$ cat src/serial_port_pkg.sv
package serial_port_pkg;
   localparam int DATA_W        = 8;
   localparam int WORD4_BITS    = 8;
   localparam int WORD3_BITS    = 9;
   localparam int FIFO_DEPTH    = 8;
   localparam int SYS_CLK_MHZ   = 40;
   // strap levels
   localparam logic STRAP_FOUR_WIRE  = 1'b0;
   localparam logic STRAP_THREE_WIRE = 1'b1;
   // flag levels
   localparam logic FLAG_DATA    = 1'b1;
   localparam logic FLAG_COMMAND = 1'b0;
   localparam logic [3:0] BIT_CNT_RESET = 4'h0;

   typedef struct packed {
      logic              is_data;
      logic [DATA_W-1:0] value;
   } rx_word_s;

   localparam int WORD_W = DATA_W + 1;

   typedef enum logic [1:0] {
      ST_IDLE  = 2'b00,
      ST_SHIFT = 2'b01,
      ST_DROP  = 2'b10
   } rx_state_e;
endpackage : serial_port_pkg

$ cat src/word_fifo.sv
`timescale 1ns/1ps
module word_fifo #(
   parameter int WIDTH = 9,
   parameter int DEPTH = 8
) (
   // clock and reset
   input  wire logic             sys_clk,
   input  wire logic             resetn,
   // fill side
   input  wire logic             in_valid,
   output logic                  in_ready,
   input  wire logic [WIDTH-1:0] in_data,
   // drain side
   output logic                  out_valid,
   input  wire logic             out_ready,
   output logic [WIDTH-1:0]      out_data
);
   localparam int AW = $clog2(DEPTH);

   logic [WIDTH-1:0] mem [DEPTH];
   logic [AW-1:0]    wr_ptr;
   logic [AW-1:0]    rd_ptr;
   logic [AW:0]      count;
   logic [AW-1:0]    next_wr_ptr;
   logic [AW-1:0]    next_rd_ptr;
   logic [AW:0]      next_count;
   logic             push;
   logic             pop;

   always_comb begin
      push        = in_valid && (count != DEPTH[AW:0]);
      pop         = out_ready && (count != '0);
      next_wr_ptr = push ? ((wr_ptr == AW'(DEPTH - 1)) ? '0 : wr_ptr + 1'b1) : wr_ptr;
      next_rd_ptr = pop ? ((rd_ptr == AW'(DEPTH - 1)) ? '0 : rd_ptr + 1'b1) : rd_ptr;
      next_count  = count;
      if (push && !pop) begin
         next_count = count + 1'b1;
      end else if (pop && !push) begin
         next_count = count - 1'b1;
      end
   end

   always_ff @(posedge sys_clk or negedge resetn) begin
      if (!resetn) begin
         wr_ptr    <= '0;
         rd_ptr    <= '0;
         count     <= '0;
         // empty after reset, so room is there from the first edge on
         in_ready  <= 1'b1;
         out_valid <= 1'b0;
         out_data  <= '0;
      end else begin
         wr_ptr    <= next_wr_ptr;
         rd_ptr    <= next_rd_ptr;
         count     <= next_count;
         in_ready  <= (next_count != DEPTH[AW:0]);
         // registered read port: head word stands while out_valid and not popped
         out_valid <= (next_count != '0);
         out_data  <= mem[next_rd_ptr];
         if (push && next_wr_ptr != next_rd_ptr) begin
            out_data <= mem[next_rd_ptr];
         end
         if (push && (next_count == 1) ) begin
            out_data <= in_data;
         end else if (push && (wr_ptr == next_rd_ptr)) begin
            out_data <= in_data;
         end
      end
   end

   always_ff @(posedge sys_clk) begin
      if (push) begin
         mem[wr_ptr] <= in_data;
      end
   end
endmodule : word_fifo

$ cat src/display_serial_write_port.sv
`timescale 1ns/1ps
module display_serial_write_port
   import serial_port_pkg::*;
#(
   parameter int DEPTH = FIFO_DEPTH
) (
   // system
   input  wire logic                          sys_clk,
   input  wire logic                          resetn,
   // host pins
   input  wire logic                          reset_in_n,
   input  wire logic                          chip_select_n,
   input  wire logic                          serial_clk,
   input  wire logic                          serial_data_in,
   input  wire logic                          data_cmd_sel,
   input  wire logic                          bus_mode_strap,
   output logic                               busy_out_n,
   // busy sources inside the controller
   input  wire logic                          waveform_active,
   input  wire logic                          otp_program_active,
   input  wire logic                          temp_sensor_active,
   // received words toward ram and command register
   output logic                               ram_write,
   output logic                               cmd_write,
   output logic [serial_port_pkg::DATA_W-1:0] write_byte,
   input  wire logic                          sink_ready,
   // back-pressure indication
   output logic                               fifo_full
);
   // two-flop synchronisers for all pin inputs
   logic [5:0] sync1;
   logic [5:0] sync2;
   logic       sclk_prev;
   logic       reset_in_n_s;
   logic       cs_n_s;
   logic       sclk_s;
   logic       serial_data_in_s;
   logic       dc_s;
   logic       strap_s;

   always_ff @(posedge sys_clk or negedge resetn) begin
      if (!resetn) begin
         // idle pin levels: no false clock edge or frame right after reset
         sync1     <= 6'h30;
         sync2     <= 6'h30;
         sclk_prev <= 1'b0;
      end else begin
         sync1     <= {reset_in_n, chip_select_n, serial_clk,
                       serial_data_in, data_cmd_sel, bus_mode_strap};
         sync2     <= sync1;
         sclk_prev <= sync2[3];
      end
   end

   always_comb begin
      reset_in_n_s = sync2[5];
      cs_n_s       = sync2[4];
      sclk_s       = sync2[3];
      serial_data_in_s       = sync2[2];
      dc_s         = sync2[1];
      strap_s      = sync2[0];
   end

   // receive state
   rx_state_e         state;
   rx_state_e         next_state;
   logic [3:0]        bit_cnt;
   logic [3:0]        next_bit_cnt;
   logic [DATA_W-1:0] shift;
   logic [DATA_W-1:0] next_shift;
   logic              flag;
   logic              next_flag;
   logic              three_wire;
   logic              next_three_wire;
   logic              push;
   logic              next_push;
   rx_word_s          push_word;
   rx_word_s          next_push_word;
   logic              rise;
   logic [3:0]        last_bit;
   logic              fifo_in_ready;

   always_comb begin
      rise            = sclk_s && !sclk_prev;
      last_bit        = three_wire ? 4'(WORD3_BITS - 1) : 4'(WORD4_BITS - 1);
      next_state      = state;
      next_bit_cnt    = bit_cnt;
      next_shift      = shift;
      next_flag       = flag;
      next_three_wire = three_wire;
      next_push       = 1'b0;
      next_push_word  = push_word;
      case (state)
         ST_IDLE: begin
            if (!cs_n_s) begin
               // mode latched per frame so a moving strap cannot split a word
               next_three_wire = (strap_s == STRAP_THREE_WIRE);
               next_bit_cnt    = BIT_CNT_RESET;
               next_state      = ST_SHIFT;
            end
         end
         ST_SHIFT: begin
            if (cs_n_s) begin
               // partial word dropped, counting restarts next frame
               next_bit_cnt = BIT_CNT_RESET;
               next_state   = ST_IDLE;
            end else if (rise) begin
               if (three_wire && bit_cnt == BIT_CNT_RESET) begin
                  next_flag = serial_data_in_s;
               end else begin
                  next_shift = {shift[DATA_W-2:0], serial_data_in_s};
               end
               if (bit_cnt == last_bit) begin
                  next_bit_cnt = BIT_CNT_RESET;
                  if (fifo_in_ready) begin
                     next_push           = 1'b1;
                     next_push_word.value = {shift[DATA_W-2:0], serial_data_in_s};
                     // four-wire samples the pin on the last clock
                     next_push_word.is_data = three_wire ? flag : dc_s;
                  end else begin
                     // no room: rest of frame ignored rather than corrupting order
                     next_state = ST_DROP;
                  end
               end else begin
                  next_bit_cnt = bit_cnt + 4'h1;
               end
            end
         end
         ST_DROP: begin
            if (cs_n_s) begin
               next_state = ST_IDLE;
            end
         end
         default: begin
            next_state = ST_IDLE;
         end
      endcase
      // external reset pin returns the receiver to ST_IDLE and cancels a push; FIFO and outputs keep their state
      if (!reset_in_n_s) begin
         next_state   = ST_IDLE;
         next_bit_cnt = BIT_CNT_RESET;
         next_push    = 1'b0;
      end
   end

   always_ff @(posedge sys_clk or negedge resetn) begin
      if (!resetn) begin
         state      <= ST_IDLE;
         bit_cnt    <= BIT_CNT_RESET;
         shift      <= '0;
         flag       <= FLAG_COMMAND;
         three_wire <= 1'b0;
         push       <= 1'b0;
         push_word  <= '0;
      end else begin
         state      <= next_state;
         bit_cnt    <= next_bit_cnt;
         shift      <= next_shift;
         flag       <= next_flag;
         three_wire <= next_three_wire;
         push       <= next_push;
         push_word  <= next_push_word;
      end
   end

   // word buffer; no read path back to the host exists
   logic             fifo_out_valid;
   logic             fifo_pop;
   logic [WORD_W-1:0] fifo_out_data;
   rx_word_s         head;

   word_fifo #(
      .WIDTH (WORD_W),
      .DEPTH (DEPTH)
   ) u_fifo (
      .sys_clk   (sys_clk),
      .resetn    (resetn),
      .in_valid  (push),
      .in_ready  (fifo_in_ready),
      .in_data   (push_word),
      .out_valid (fifo_out_valid),
      .out_ready (fifo_pop),
      .out_data  (fifo_out_data)
   );

   // drain side outputs
   logic              next_ram_write;
   logic              next_cmd_write;
   logic [DATA_W-1:0] next_write_byte;
   logic              next_busy_out_n;

   always_comb begin
      head            = rx_word_s'(fifo_out_data);
      fifo_pop        = fifo_out_valid && sink_ready && !ram_write && !cmd_write;
      next_ram_write  = fifo_pop && (head.is_data == FLAG_DATA);
      next_cmd_write  = fifo_pop && (head.is_data == FLAG_COMMAND);
      next_write_byte = fifo_pop ? head.value : write_byte;
      next_busy_out_n = !(waveform_active || otp_program_active
                          || temp_sensor_active);
   end

   always_ff @(posedge sys_clk or negedge resetn) begin
      if (!resetn) begin
         ram_write  <= 1'b0;
         cmd_write  <= 1'b0;
         write_byte <= '0;
         busy_out_n <= 1'b0;
         fifo_full  <= 1'b0;
      end else begin
         ram_write  <= next_ram_write;
         cmd_write  <= next_cmd_write;
         write_byte <= next_write_byte;
         busy_out_n <= next_busy_out_n;
         fifo_full  <= !fifo_in_ready;
      end
   end
endmodule : display_serial_write_port

$ cat config.mk
export PLATFORM = sky130hd
export DESIGN_NAME = display_serial_write_port
export DESIGN_NICKNAME = d
export VERILOG_FILES = /design/src/serial_port_pkg.sv /design/src/word_fifo.sv /design/src/display_serial_write_port.sv
export SDC_FILE = /design/constraint.sdc
export NUM_CORES = 1
export LEC_CHECK = 0
export BUFFER_PORTS_ARGS = -buffer_cell sky130_fd_sc_hd__clkbuf_2
export CORE_MARGIN = 1
export CORE_UTILIZATION = 55
export DETAILED_ROUTE_END_ITERATION = 8
export PLACE_DENSITY = 0.71
export SLEW_MARGIN = 5
export SYNTH_ARGS = -nofsm -noshare
export SYNTH_HDL_FRONTEND = slang
export SYNTH_HIERARCHICAL = 1
export SYNTH_SLANG_ARGS = --single-unit
$ cat constraint.sdc
create_clock -name sys_clk -period 2.8 [get_ports sys_clk]
set_input_delay 0.14 -clock sys_clk [delete_from_list [all_inputs] [get_ports sys_clk]]
set_output_delay 0.14 -clock sys_clk [all_outputs]
set_load 0.05 [all_outputs]
==> impl_metrics.tcl, run 1 <==
set metrics [dict create \
    synth.distinct_cells 59 \
    skew_ns 0.00655 \
    critPathMaxStageDelay_ns 0.40 \
    power_density_nw_per_um2 981 \
    grt_overflow_total 0 \
    finalPower_mw 6.76 \
    vias 3285 \
    worstSetupEndpointType "register" \
    syn2layout_area_growth_pct 18.7 \
    ant_nets 0 \
    ios 24 \
    ys_warn_count 6 \
    syn-mean-instance-area_um2 15.3 \
    hold_path_end "sync1[4]" \
    r2r-start "u_fifo/count[0]" \
    grt_pass1_wl_um 16400 \
    crit_chain "inv_1 > ha_1 > or3b_4 > nand2_4 > mux2i_4 > buf_4 > clkbuf_16 > nand2_1 > a32o_1 > a221oi_1 > mux2_1" \
    synth_edf_count 72 \
    antenna_cells 0 \
    nFillCells 736 \
    die_area_um2 11000 \
    yosysTopAreaCell "edfxtp_1" \
    grt_start_max_net_pins 72 \
    layout_min_cycle_time_ns 2.68 \
    initial_core_util_pct 56.5 \
    tritoncts "built" \
    grt_util_all_layers_pct 19.9 \
    die_w_um 105 \
    grt_pass1_vias 3174 \
    die_h_um 105 \
    htreeDepth 4 \
    crit_required_ns 3.24 \
    r2r_end "u_fifo/out_data[5]" \
    hold_path.class "primary input to register" \
    rows 37 \
    synthArstFlopShare_pct 49.7 \
    outcome "complete, no violations" \
    start_kind "register" \
    post_drt_wl_per_cell_um 16.9 \
    port_buffers 23 \
    setup_tns_ns 0 \
    post_drt_via_cell_ratio 5.56 \
    whs_ns 0.266 \
    yosys.area.top_type_share_pct 37.2 \
    synthesis.area_um2 5810 \
    clk_path_buf_depth 2 \
    path_clk_slew_ns 0.06 \
    reg2regPathDepth 11 \
    worstMarginPinSlew_ns 0.876 \
    cap_violations 0 \
    worstPathArrival_ns 3.12 \
    synth_seq_cells 143 \
    path_class "register to register" \
    reg2reg_slack_ns 0.12 \
    slowest_stage "or3b_4" \
    remaining_drc_errors 0 \
    drt_iter0_markers 193 \
    place_hpwl_um 6560 \
    firstDrtPassIters 4 \
    cp_max_fo 18 \
    cts.sinks 143 \
    gp_congestion 0.856 \
    clock_latency_ns 0.51 \
    cts_buffers 17 \
    syn_nets 400 \
    ys_seq_area_share_pct 67.9 \
    syn-instance-count 380 \
    placed_area_um2 6180 \
    core_area_um2 10300 \
    min_period_over_period_pct 95.8 \
    hold_violations 0 \
    report.final.slew_viol_count 0 \
    antenna_found_initial 0 \
    stdcell_area_um2 6890 \
    min_delay_path_depth 2 \
    synthTopCellsByArea "edfxtp_1 37%, dfrtp_1 28%, mux2_2 5.8%" \
    ir_drop_v 0.000500 \
    fmax_mhz 373 \
    slew-limit-headroom_pct 41.6 \
    drive_above_1_share_pct 27.7 \
    fin_nets 462 \
    synth_ff_type "edfxtp_1" \
    wl_um 10000 \
    setup_viol 0 \
    cts-root-buf "clkbuf_8" \
    p_leak_nw 2.79 \
    hold_start "chip_select_n" \
]
## registers in the layout, summed over array words and instances (netlist names), 2 cells and up
signal	count
u_fifo/out_data	9
push_word	9
u_fifo/wr_ptr	3
shift	7
u_fifo/mem	72
write_byte	8
u_fifo/rd_ptr	3
state	2
bit_cnt	4
u_fifo/count	4
sync2	6
sync1	6
## timing repair
item / in CTS / in global routing
resized for setup: 0 / 5
hold buffers: 10 / 0
setup endpoints to repair: 0 / 9
buffers inserted: 0 / 3
endpoints found under the hold margin: 74 / 0
## cells in the final DEF, fill, tap and decap left out, drive strengths merged, types with 4 or more instances in the layout
cell         Yosys  routed
a21oi            4       4
mux2i           32      32
nand2b           4       4
dfrtp           66      66
clkbuf           2      44
nor2            14      14
dfstp            5       5
a32o             9       9
nand2           31      31
clkinv           1       9
dlygate4sd3      0      10
nand3            7       7
edfxtp          72      72
mux2            38      38
nor3            11      11
nor2b            5       5
a221oi           9       9
buf              8      20
xnor2            4       4
ha               8       8
inv             10      11
and2             4       4
## metal layers
metal | share of wire (%) | GRT usage, %
met5 | 0 | 0
met4 | 1.2 | 8.45
met3 | 4.4 | 4.93
met2 | 47 | 30.4
met1 | 47 | 27.4
## stage by stage
step	utilization, %	worst slack (ns)	std cells
finish	67.1	0.119	591
global placement	60.2	0.130	545
floorplan	-	0.00128	380
detailed placement	60.2	0.0471	545
CTS	66.3	0.0389	587
global route	67.1	-0.0528	591
## cell families (layout without fill, tap and decap cells)
| kind of cell | after synthesis | after routing | synth area share, % |
|---|---|---|---|
| AOI/OAI and AO/OA | 42 | 42 | 6.27 |
| xor gates and xnor gates | 4 | 4 | 0.603 |
| adders and majority gates | 8 | 8 | 1.72 |
| buffers and inverters | 21 | 96 | 1.85 |
| DFF | 143 | 143 | 67.9 |
| muxes | 70 | 70 | 12.9 |
| and+or+nand+nor | 92 | 92 | 8.75 |
## cell type report
| class | instances | area, µm² | share of cell area [%] |
|---|---|---|---|
| multi-input combinational | 216 | 1800 | 26.1 |
| sequential | 143 | 3950 | 57.2 |
| timing repair buffer | 53 | 410 | 5.95 |
| inverter | 11 | 42.5 | 0.617 |
| tap | 136 | 170 | 2.47 |
| clock inverter | 11 | 66.3 | 0.962 |
| clock buffer | 21 | 460 | 6.68 |
## worst max path at each step
stage,end,cells after the start,startpoint,slack [ns]
global route,u_fifo/out_data[5],11,u_fifo/count[0],-0.05
finish,u_fifo/out_data[5],11,u_fifo/count[0],0.12
detailed placement,u_fifo/out_data[6],10,u_fifo/count[0],0.05
global placement,u_fifo/out_data[7],10,u_fifo/count[0],0.13
floorplan,u_fifo/out_data[0],9,cmd_write,0.001
CTS,u_fifo/out_data[6],10,u_fifo/count[0],0.04
## worst max-delay path, delay by kind of cell (launching register included)
family | cells | cell delay (ns)
compound gates | 2 | 0.54
fa+ha+maj | 1 | 0.16
buf+inv | 3 | 0.43
flops | 1 | 0.37
mux | 2 | 0.50
simple gates | 3 | 0.61
## where the power goes
part	internal, mW	switching [mW]	total [mW]	leakage, nW
clock	1.15	0.806	1.96	0.260
sequential	2.43	0.142	2.57	1.57
combinational	0.975	1.25	2.23	0.963
## synth_stat cells (3+ instances only)
library cell,count
edfxtp_1,72
dfrtp_1,66
mux2i_1,32
mux2_2,30
nand2_1,30
nor2_1,13
a32o_1,9
inv_1,9
nor3_1,9
a221oi_1,8
ha_1,8
mux2_1,8
nand3_1,7
dfstp_2,5
nor2b_1,5
and2_1,4
buf_2,4
nand2b_1,4
xnor2_1,4
a21oi_1,3
buf_6,3
o22ai_1,3
Power figures use the tool's default switching activity.
==> run 2: changes to the inputs <==
Settings changed: MAX_ROUTING_LAYER set to met4.
==> impl_metrics.tcl, run 2 (synthesis gave the netlist of run 1 again) <==
set metrics [dict create \
    final_cell_mix "72 x edfxtp_1, 66 x dfrtp_1, 30 x nand2_1, 30 x mux2_2, 27 x mux2i_1" \
    reg2regPathDepth 11 \
    grt_util_all_layers_pct 20.5 \
    stdcell_count 591 \
    cts_buffers 17 \
    reg_top3 "u_fifo/mem: 72 flops, push_word: 9 flops, u_fifo/out_data: 9 flops" \
    outcome "complete, no violations" \
    hold_path.class "primary input to register" \
    grt_start_max_net_pins 72 \
    firstDrtPassIters 4 \
    wl_um 10100 \
    fmax_mhz 369 \
    tritoncts "built" \
    worstMarginPinSlew_ns 0.881 \
    r2r_end "u_fifo/out_data[5]" \
    die_w_um 105 \
    place_inst 545 \
    max_flop_register "u_fifo/mem" \
    antenna_cells 0 \
    placed_area_um2 6180 \
    vias 3273 \
    die_h_um 105 \
    setup_viol 0 \
    path_class "register to register" \
    drt_iter0_markers 210 \
    stdcell_area_um2 6890 \
    crit_required_ns 3.24 \
    ios 24 \
    report.final.slew_viol_count 0 \
    grt_overflow_total 0 \
    ant_nets 0 \
    power_density_nw_per_um2 982 \
    skew_ns 0.00890 \
    nFillCells 736 \
    fin_nets 462 \
    cts.sinks 143 \
    rows 37 \
    drive_above_1_share_pct 27.7 \
    place_hpwl_um 6560 \
    cts-root-buf "clkbuf_8" \
    grt_pass1_wl_um 16400 \
    ir_drop_v 0.000502 \
    start_kind "register" \
    path_delay_family "simple AND/OR/NAND/NOR gates" \
    post_drt_via_cell_ratio 5.54 \
    startpoint "u_fifo/count[0]" \
    slowest_stage "or3b_4" \
    hold_violations 0 \
    path_clk_slew_ns 0.06 \
    setup_tns_ns 0 \
    htreeDepth 4 \
    reg2reg_slack_ns 0.09 \
    core_area_um2 10300 \
    worstSetupPathDepth 11 \
    cap_violations 0 \
    r2r-start "u_fifo/count[0]" \
    cp_num_buf_inv 3 \
    worstSetupEndpointType "register" \
    largest_reg_flops 72 \
    grt_pass1_vias 3188 \
    crit_chain "inv_1 > ha_1 > or3b_4 > nand2_4 > mux2i_4 > buf_4 > clkbuf_16 > nand2_1 > a32o_1 > a221oi_1 > mux2_1" \
    clk_path_buf_depth 2 \
    post_drt_wl_per_cell_um 17.0 \
    antenna_found_initial 0 \
    initial_core_util_pct 56.5 \
    layout_commonest_cell "edfxtp_1" \
    gp_congestion 0.870 \
    critPathMaxStageDelay_ns 0.40 \
    clock_latency_ns 0.52 \
    layout_min_cycle_time_ns 2.71 \
    slew-limit-headroom_pct 41.3 \
    syn2layout_area_growth_pct 18.7 \
    p_leak_nw 2.79 \
    worstSetupEndpoint "u_fifo/out_data[5]" \
    die_area_um2 11000 \
    port_buffers 23 \
    cp_max_fo 18 \
    worstPathArrival_ns 3.15 \
    remaining_drc_errors 0 \
    min_period_over_period_pct 96.7 \
]
==> run 2: cell counts in the layout (fill, tap and decap cells not counted) <==
No cell type changed its count.
==> run 2: where the power goes <==
| group | switching (mW) | internal [mW] | leakage (nW) | total (mW) |
|---|---|---|---|---|
| Combinational | 1.26 | 0.975 | 0.963 | 2.23 |
| Sequential | 0.142 | 2.43 | 1.57 | 2.57 |
| Clock | 0.813 | 1.15 | 0.260 | 1.97 |
==> run 2: final cells by class <==
type / instances / area (µm²) / share of cell area, %
clock buffer: 21 / 460 / 6.68
clock inverter: 11 / 66.3 / 0.962
inverter: 11 / 42.5 / 0.617
multi-input combinational: 216 / 1800 / 26.1
sequential: 143 / 3950 / 57.2
tap: 136 / 170 / 2.47
timing repair buffer: 53 / 410 / 5.95
==> run 2: worst min path at each step <==
stage	endpoint	startpoint	depth (start not counted)	slack [ns]
after floorplan	bit_cnt[0]	resetn	0	-0.16
after global placement	sync1[5]	reset_in_n	1	0.23
after detailed placement	sync1[5]	reset_in_n	1	0.23
after CTS	sync1[5]	reset_in_n	2	0.23
after global routing	sync1[5]	reset_in_n	2	0.24
final	sync1[4]	chip_select_n	2	0.26
==> run 2: per-layer routing <==
layer / wire [µm] / share of wire, % / GRT usage, % / vias to the layer above
met5: 0 / 0 / - / -
met4: 97 / 0.96 / 6.64 / 0
met3: 402 / 4.0 / 5.86 / 11
met2: 4780 / 48 / 30.4 / 77
met1: 4780 / 47 / 27.4 / 1615
li1: - / - / - / 1570
==> run 2: repair_timing <==
item,in CTS,in global routing
resized for setup,0,5
endpoints found under the hold margin,74,0
endpoints found under the setup margin,0,9
buffers inserted,0,3
hold buffers,10,0
==> run 2: through the flow <==
stage	worst slack, ns	power, mW	hold slack, ns	utilization, %
after floorplan	0.00128	4.17	-0.156	-
after global placement	0.130	4.60	0.228	60.2
after detailed placement	0.0471	4.66	0.230	60.2
after CTS	0.0389	6.64	0.229	66.3
after global routing	-0.0520	7.09	0.239	67.1
final	0.0918	6.77	0.262	67.1
